<file path="config.mk">
export PLATFORM = sky130hd
export DESIGN_NAME = register_window_decoder
export DESIGN_NICKNAME = d
export VERILOG_FILES = /design/src/register_window_decoder_pkg.sv /design/src/register_window_decoder.sv
export VERILOG_INCLUDE_DIRS = /design/src
export SDC_FILE = /design/constraint.sdc
export NUM_CORES = 1
export LEC_CHECK = 0
export BUFFER_PORTS_ARGS = -buffer_cell sky130_fd_sc_hd__clkbuf_2
export CORE_MARGIN = 1.5
export CORE_UTILIZATION = 43
export CTS_BUF_LIST = sky130_fd_sc_hd__clkbuf_2 sky130_fd_sc_hd__clkbuf_4 sky130_fd_sc_hd__clkbuf_8
export CTS_CLUSTER_DIAMETER = 40
export DETAILED_ROUTE_END_ITERATION = 10
export PLACE_DENSITY = 0.75
export RECOVER_POWER = 100
export SYNTH_ARGS = -nofsm -noshare
export SYNTH_HDL_FRONTEND = slang
export SYNTH_SLANG_ARGS = --single-unit
export TNS_END_PERCENT = 1
</file>
<file path="constraint.sdc">
create_clock -name core_clk -period 1.1 [get_ports core_clk]
set_input_delay 0.11 -clock core_clk [delete_from_list [all_inputs] [get_ports core_clk]]
set_output_delay 0.11 -clock core_clk [all_outputs]
set_load 0.005 [all_outputs]
</file>
<file path="src/register_window_decoder_consts.svh">
// Purpose: Address map and window-select constants for the register window decoder.
// Assumes: 16-bit byte addresses and an 8-bit window select value.
// Notes: Window codes are compared with bit 7 of the select value removed.
`ifndef REGISTER_WINDOW_DECODER_CONSTS_SVH
`define REGISTER_WINDOW_DECODER_CONSTS_SVH

`define ADDR_WIDTH 16
`define WSEL_WIDTH 8
`define SFR_LAST 16'h0017
`define RAM_FIRST 16'h0018
`define RAM_LAST 16'h03FF
`define EXT_LOW_FIRST 16'h0400
`define EXT_LOW_LAST 16'h1FFD
`define PORT34_FIRST 16'h1FFE
`define PROG_FIRST 16'h2000
`define PROG_LAST 16'h9FFF
`define EXT_HIGH_FIRST 16'hA000
`define LOWER_FILE_PAGE 8'h00
`define WIN128_CODE 4'h2
`define WIN64_CODE 3'h2
`define WIN32_CODE 2'h2
`define WIN128_BASE 8'h80
`define WIN64_BASE 8'hC0
`define WIN32_BASE 8'hE0

`endif

</file>
<file path="src/register_window_decoder_pkg.sv">
// Purpose: Types shared by the register window decoder and its checks.
// Assumes: Nothing beyond the constants header.
// Notes: Targets are one-hot so that each output bit can drive a select directly.
package register_window_decoder_pkg;

    typedef enum logic [4:0] {
        TGT_SFR = 5'h01,
        TGT_RAM = 5'h02,
        TGT_PORT34 = 5'h04,
        TGT_PROG = 5'h08,
        TGT_EXT = 5'h10
    } target_t;

endpackage : register_window_decoder_pkg

</file>
<file path="src/register_window_decoder.sv">
// Purpose: Remaps lower-file windows into register RAM and steers each address to its target.
// Assumes: Requests and the window select come from the core clock domain;
//          external_access_select is a pin and is synchronised here.
// Notes: One cycle from request to registered answer.
`timescale 1ns/10ps
`include "register_window_decoder_consts.svh"

module register_window_decoder #(
    parameter int ADDR_W = `ADDR_WIDTH
) (
    input wire logic core_clk,
    input wire logic sys_rst,
    input wire logic [7:0] window_select_value,
    input wire logic external_access_select,
    input wire logic req_valid,
    input wire logic [15:0] req_addr,
    input wire logic req_fetch,
    output logic resp_valid,
    output logic [15:0] resp_addr,
    output register_window_decoder_pkg::target_t resp_target,
    output logic resp_remapped
);

    if (ADDR_W != 16)
    begin : g_bad_width
        $error("register_window_decoder serves 16-bit addresses only");
    end

    // Steers a final address to its target. The program range is split by the pin level.
    function automatic register_window_decoder_pkg::target_t target_of(
        input logic [15:0] addr,
        input logic ext_sel,
        input logic fetch
    );
        register_window_decoder_pkg::target_t t;
        t = register_window_decoder_pkg::TGT_EXT;
        if (fetch && addr <= `RAM_LAST)
            t = register_window_decoder_pkg::TGT_EXT;
        else if (addr <= `SFR_LAST)
            t = register_window_decoder_pkg::TGT_SFR;
        else if (addr <= `RAM_LAST)
            t = register_window_decoder_pkg::TGT_RAM;
        else if (addr <= `EXT_LOW_LAST)
            t = register_window_decoder_pkg::TGT_EXT;
        else if (addr < `PROG_FIRST)
            t = register_window_decoder_pkg::TGT_PORT34;
        else if (addr <= `PROG_LAST)
            t = ext_sel ? register_window_decoder_pkg::TGT_PROG
                        : register_window_decoder_pkg::TGT_EXT;
        else
            t = register_window_decoder_pkg::TGT_EXT;
        return t;
    endfunction : target_of

    logic ext_meta_reg;
    logic ext_sync_reg;
    logic resp_valid_next;
    logic [15:0] resp_addr_next;
    register_window_decoder_pkg::target_t resp_target_next;
    logic resp_remapped_next;
    logic [6:0] wsel;
    logic lower_data;

    // The pin may change at any time, so only the second stage is ever decoded.
    always_ff @(posedge core_clk or posedge sys_rst)
    begin
        if (sys_rst)
        begin
            ext_meta_reg <= 1'b0;
            ext_sync_reg <= 1'b0;
        end
        else
        begin
            ext_meta_reg <= external_access_select;
            ext_sync_reg <= ext_meta_reg;
        end
    end

    always_comb
    begin
        wsel = window_select_value[6:0];
        // Fetches are never windowed: they leave the chip anyway.
        lower_data = !req_fetch && (req_addr[15:8] == `LOWER_FILE_PAGE);
        resp_valid_next = req_valid;
        resp_addr_next = req_addr;
        resp_remapped_next = 1'b0;
        if (lower_data && wsel[6:3] == `WIN128_CODE && req_addr[7:0] >= `WIN128_BASE)
        begin
            resp_addr_next = {6'h00, wsel[2:0], req_addr[6:0]};
            resp_remapped_next = 1'b1;
        end
        else if (lower_data && wsel[6:4] == `WIN64_CODE && req_addr[7:0] >= `WIN64_BASE)
        begin
            resp_addr_next = {6'h00, wsel[3:0], req_addr[5:0]};
            resp_remapped_next = 1'b1;
        end
        else if (lower_data && wsel[6:5] == `WIN32_CODE && req_addr[7:0] >= `WIN32_BASE)
        begin
            resp_addr_next = {6'h00, wsel[4:0], req_addr[4:0]};
            resp_remapped_next = 1'b1;
        end
        resp_target_next = target_of(resp_addr_next, ext_sync_reg, req_fetch);
    end

    always_ff @(posedge core_clk or posedge sys_rst)
    begin
        if (sys_rst)
        begin
            resp_valid <= 1'b0;
            resp_addr <= 16'h0000;
            resp_target <= register_window_decoder_pkg::TGT_EXT;
            resp_remapped <= 1'b0;
        end
        else
        begin
            resp_valid <= resp_valid_next;
            resp_addr <= resp_addr_next;
            resp_target <= resp_target_next;
            resp_remapped <= resp_remapped_next;
        end
    end
endmodule : register_window_decoder

</file>
Word level (Yosys, flattened, before mapping)
Index checks and enable logic that the tools add are counted.
{"block": "classes", "n_lt_le_gt_ge": 8, "n_eq_ne": 3, "muxes": 13, "reduce_logical": 10}
{"cell": "$mux 16", "count": 3}
{"cell": "$mux 5", "count": 7}
{"cell": "$ge 8x8->1 const B", "count": 3}
{"cell": "$le 16x10->1 const B", "count": 1}
{"cell": "$le 16x13->1 const B", "count": 1}
{"cell": "$le 16x16->1 const B", "count": 1}
{"cell": "$le 16x5->1 const B", "count": 1}
{"cell": "$lt 16x14->1 const B", "count": 1}
{"cell": "$logic_and 1x1->1", "count": 8}
{"cell": "$logic_not 8->1", "count": 1}
{"cell": "$eq 4x2->1 const B", "count": 1}
{"cell": "$eq 3x2->1 const B", "count": 1}
{"cell": "$mux 1", "count": 3}
{"cell": "$eq 2x2->1 const B", "count": 1}
{"cell": "$logic_not 1->1", "count": 1}
{"block": "word_totals", "reg_bits": 25, "out_inout_bits": 23, "word_cells": 40}

Longest topological paths before layout
{"block": "depth", "depth_word": 14, "mapped_depth": 6, "depth_no_buf": 5}

Worst setup path before layout
OpenSTA, ideal clock, no wires.
{"block": "synth_path", "path_type": "input -> register", "startpoint": "input port window_select_value[6]", "endpoint": "register resp_target[1]", "setup_time_ns": 0.124, "t_arrival_ns": 1.391, "required_time_ns": 0.976, "setup_slack_ns": -0.415, "path_stages": 5, "n_path_buf": 0, "cell_sequence": "or3b_4 or3_1 a32oi_2 nand4_1 o31a_1"}
{"block": "synth_between", "elab_chain_cells": 13}
{"item": "start, declared", "line": "register_window_decoder.sv:13", "text": "input wire logic [7:0] window_select_value,"}
{"item": "$eq 2x2->1 (no line)"}
{"item": "$logic_and 1x1->1 (no line) (2 in series)"}
{"item": "$mux 16", "line": "register_window_decoder.sv:97", "text": "else if (lower_data && wsel[6:5] == `WIN32_CODE && req_addr[7:0] >= `WIN32_BASE)"}
{"item": "$mux 16", "line": "register_window_decoder.sv:92", "text": "else if (lower_data && wsel[6:4] == `WIN64_CODE && req_addr[7:0] >= `WIN64_BASE)"}
{"item": "$mux 16 *", "line": "register_window_decoder.sv:87", "text": "if (lower_data && wsel[6:3] == `WIN128_CODE && req_addr[7:0] >= `WIN128_BASE)"}
{"item": "$le 16x16->1 (no line)"}
{"item": "$mux 5", "line": "register_window_decoder.sv:47", "text": "else if (addr <= `PROG_LAST)"}
{"item": "$mux 5", "line": "register_window_decoder.sv:45", "text": "else if (addr < `PROG_FIRST)"}
{"item": "$mux 5", "line": "register_window_decoder.sv:43", "text": "else if (addr <= `EXT_LOW_LAST)"}
{"item": "$mux 5", "line": "register_window_decoder.sv:41", "text": "else if (addr <= `RAM_LAST)"}
{"item": "$mux 5", "line": "register_window_decoder.sv:39", "text": "else if (addr <= `SFR_LAST)"}
{"item": "$mux 5 *", "line": "register_window_decoder.sv:37", "text": "if (fetch && addr <= `RAM_LAST)"}
{"item": "via resp_target_next[1]", "line": "register_window_decoder.sv:59", "text": "register_window_decoder_pkg::target_t resp_target_next;"}
{"item": "end signal, assigned", "line": "register_window_decoder.sv:111", "text": "resp_target <= register_window_decoder_pkg::TGT_EXT;"}
{"item": "end signal, assigned", "line": "register_window_decoder.sv:118", "text": "resp_target <= resp_target_next;"}
{"item": "end, declared", "line": "register_window_decoder.sv:20", "text": "output register_window_decoder_pkg::target_t resp_target,"}
The timed path passes the listed nets; every way through them passes the cells marked *.

Worst setup path in the final report
Same ends and word-level chain as after synthesis.

==> insert_results.sql <==
INSERT INTO impl_metrics (metric_group, metric, value, unit) VALUES
('run_status', 'status', 'finished with violations', ''),
('run_status', 'failing_checks', 'setup timing', ''),
('layout', 'flow.area_growth_from_synthesis', '57.08', '%'),
('power_and_ir_drop', 'irDropWorstVdd', '0.7699', 'mV'),
('logic_synthesis', 'synth_top_cells_by_count', 'sky130_fd_sc_hd__dfrtp_1 (24), sky130_fd_sc_hd__nand2_1 (10), sky130_fd_sc_hd__clkbuf_1 (8)', ''),
('layout', 'biggest_registers_after_layout', 'resp_addr x16, resp_target x5', ''),
('power_and_ir_drop', 'p_switching', '440.4', 'µW'),
('floorplanning', 'dieHeight', '54.49', 'µm'),
('floorplanning', 'ioPinCount', '52', ''),
('routing', 'totalWireLength', '3.376', 'mm'),
('routing', 'post_drt_via_cell_ratio', '5.403', ''),
('placed_design', 'place_worst_setup_slack', '-0.6403', 'ns'),
('worst_setup_path', 'cp-end-kind', 'register', ''),
('worst_hold_path', 'hold-path-cell-count', '2', ''),
('power_and_ir_drop', 'power.clock.fraction', '24.4', '%'),
('sta', 'rsz0062_at_grt', 'yes', ''),
('layout', 'finalNetCount', '233', ''),
('worst_setup_path', 'path_max_fanout', '4', ''),
('sta', 'worst_pin_slew', '0.4353', 'ns'),
('logic_synthesis', 'cell_variety_after_synth', '36', ''),
('cts', 'number_of_buffers_on_the_longest_clock_path', '2', ''),
('floorplanning', 'die_width', '54.49', 'µm'),
('power_and_ir_drop', 'power_report.internal_total', '1.297', 'mW'),
('global_routing', 'grt_start_max_net_pins', '20', ''),
('layout', 'final_core_utilization', '71.62', '%'),
('floorplanning', 'core_region_area', '0.002500', 'mm²'),
('logic_synthesis', 'post_synth_instance_area', '0.001140', 'mm²'),
('logic_synthesis', 'synth.yosys.seq_area_share', '54.99', '%'),
('sta', 'setup-violations-final', '4', ''),
('sta', 'timing_max_transition_violations_final', '0', ''),
('worst_hold_path', 'timing.hold.worst.class', 'input port to register', ''),
('worst_setup_path', 'worst_r2r_path_depth', '3', ''),
('floorplanning', 'initial_utilization', '45.60', '%'),
('logic_synthesis', 'fraction_of_registers_with_async_set_reset', '100.0', '%'),
('placed_design', 'buffer_ports.inserted', '50', ''),
('power_and_ir_drop', 'pwr-share-comb', '19.7', '%'),
('cts', 'cts_root_buffer', 'sky130_fd_sc_hd__clkbuf_4', ''),
('worst_setup_path', 'r2r_setup_slack', '-0.04', 'ns'),
('global_routing', 'vias_in_the_first_global_route', '1174', ''),
('cts', 'cts-buffers-inserted', '3', ''),
('routing', 'via_count_of_the_routed_design', '1259', ''),
('logic_synthesis', 'post-synth-top-count-cell', 'sky130_fd_sc_hd__dfrtp_1', ''),
('logic_synthesis', 'syn-num-nets', '139', ''),
('logic_synthesis', 'portion_of_synthesized_cell_area_occupied_by_the_leading_cell_type', '52.69', '%'),
('layout', 'finish.instance_area', '0.001790', 'mm²'),
('sta', 'setup_tns', '-1.038', 'ns'),
('sta', 'finalWorstSetupSlack', '-0.2728', 'ns'),
('layout', 'antenna_cells', '0', ''),
('sta', 'fin_crit_sh', '124.8', '%'),
('layout', 'drive_above_1_share', '37.44', '%'),
('flow_run', 'maxCapViolations', '0', ''),
('logic_synthesis', 'warnings_from_yosys', '0', ''),
('routing', 'drcViolationCount', '0', ''),
('power_and_ir_drop', 'p_leak', '0.8374', 'nW'),
('sta', 'fin_worst_skew', '0.001266', 'ns'),
('worst_setup_path', 'crit_path_start_kind', 'input port', ''),
('placed_design', 'placement.cell_area', '0.001695', 'mm²'),
('logic_synthesis', 'synth.top_cells.by_area', 'sky130_fd_sc_hd__dfrtp_1 (53%), sky130_fd_sc_hd__nand2_1 (3.3%), sky130_fd_sc_hd__nand4_1 (2.7%), sky130_fd_sc_hd__clkbuf_1 (2.6%), sky130_fd_sc_hd__dfstp_2 (2.3%)', ''),
('cts', 'htree_levels', '1', ''),
('worst_setup_path', 'cp_data_required_time', '1.30', 'ns'),
('sta', 'timing.max_slew.rel_slack', '70.98', '%'),
('routing', 'final_routed_wire_length_divided_by_cell_count', '14.49', 'µm'),
('logic_synthesis', 'postSynthAreaPerCell', '10.36', 'µm²'),
('sta', 'timing.final.crit_period', '1.373', 'ns'),
('floorplanning', 'die_area', '0.002969', 'mm²'),
('logic_synthesis', 'synthesis.instances', '110', ''),
('cts', 'cts_setup_buffers', '0', ''),
('global_routing', 'grt_overflow', '0', ''),
('power_and_ir_drop', 'sw_frac_of_total', '25.35', '%'),
('worst_setup_path', 'cp.arrival', '1.58', 'ns'),
('cts', 'clock_latency_at_the_later_pin_of_the_worst_skew_pair', '0.31', 'ns');
cells in the final DEF, fill, tap and decap left out, types with 4 or more instances in the layout:
| master | synthesis | final |
|---|---|---|
| sky130_fd_sc_hd__dlygate4sd3_1 | 0 | 9 |
| sky130_fd_sc_hd__nand3_1 | 5 | 5 |
| sky130_fd_sc_hd__clkbuf_2 | 0 | 31 |
| sky130_fd_sc_hd__nand2_1 | 10 | 10 |
| sky130_fd_sc_hd__buf_4 | 0 | 31 |
| sky130_fd_sc_hd__clkbuf_4 | 0 | 4 |
| sky130_fd_sc_hd__clkbuf_1 | 8 | 26 |
| sky130_fd_sc_hd__dfrtp_1 | 24 | 24 |
| sky130_fd_sc_hd__nand4_1 | 5 | 5 |
| sky130_fd_sc_hd__nor2_1 | 5 | 5 |
| sky130_fd_sc_hd__inv_1 | 6 | 6 |
worst max-delay path, stage by stage:
cell                       delay [ns]
sky130_fd_sc_hd__clkbuf_2        0.11
sky130_fd_sc_hd__or3b_4          0.40
sky130_fd_sc_hd__or3_4           0.37
sky130_fd_sc_hd__a32oi_2         0.19
sky130_fd_sc_hd__nand4_1         0.13
sky130_fd_sc_hd__o31a_1          0.27
cell families (layout without fill, tap and decap cells):
| kind of cell | after synthesis | after routing | synth area share (%) |
|---|---|---|---|
| flip-flops | 25 | 25 | 55.00 |
| AO/OA/AOI/OAI | 20 | 20 | 13.17 |
| buffers and inverters | 14 | 107 | 4.610 |
| AND/OR/NAND/NOR | 51 | 51 | 27.22 |
worst paths after layout:
check                                            start        endpoint
worst max-delay path            window_select_value[6]  resp_target[1]
worst min-delay path                      req_addr[10]   resp_addr[10]
worst max register to register            ext_sync_reg  resp_target[4]
worst min register to register            ext_meta_reg    ext_sync_reg
max in group asynchronous                      sys_rst  resp_target[4]
min in group asynchronous                      sys_rst   resp_addr[13]
per-stage QoR:
step                std cells  power (mW)
floorplan                 110       1.094
finish                    233       1.737
global route              233       1.831
CTS                       233       1.760
global placement          220       1.310
detailed placement        220       1.323
layer usage:
metal / wire length (µm) / track usage, %
met1: 1316 / 28.99
met2: 1712 / 39.96
met3: 231 / 3.825
met4: 114 / 12.08
met5: 0 / 0
power by group through the flow:
stage | Sequential [mW] | Clock [mW] | Combinational, mW
floorplan | 0.997 | 0 | 0.0978
global placement | 0.990 | 0 | 0.321
detailed placement | 0.992 | 0 | 0.331
CTS | 0.974 | 0.426 | 0.361
global route | 0.979 | 0.475 | 0.377
finish | 0.973 | 0.423 | 0.341
repair_timing:
action | in CTS | in global routing
endpoints found under the setup margin | 6 | 7
pin swaps | 1 | 1
endpoints found under the hold margin | 32 | 0
resized for setup | 3 | 3
hold buffers | 9 | 0
cell type report:
class | instances | area (µm²)
Fill cell | 188 | 709.4
Timing Repair Buffer | 97 | 575.6
Inverter | 6 | 22.52
Sequential cell | 25 | 626.9
Tap cell | 30 | 37.54
Multi-Input combinational cell | 71 | 498.0
Clock buffer | 4 | 30.03
Note: power is estimated with default switching activity, not from simulation.
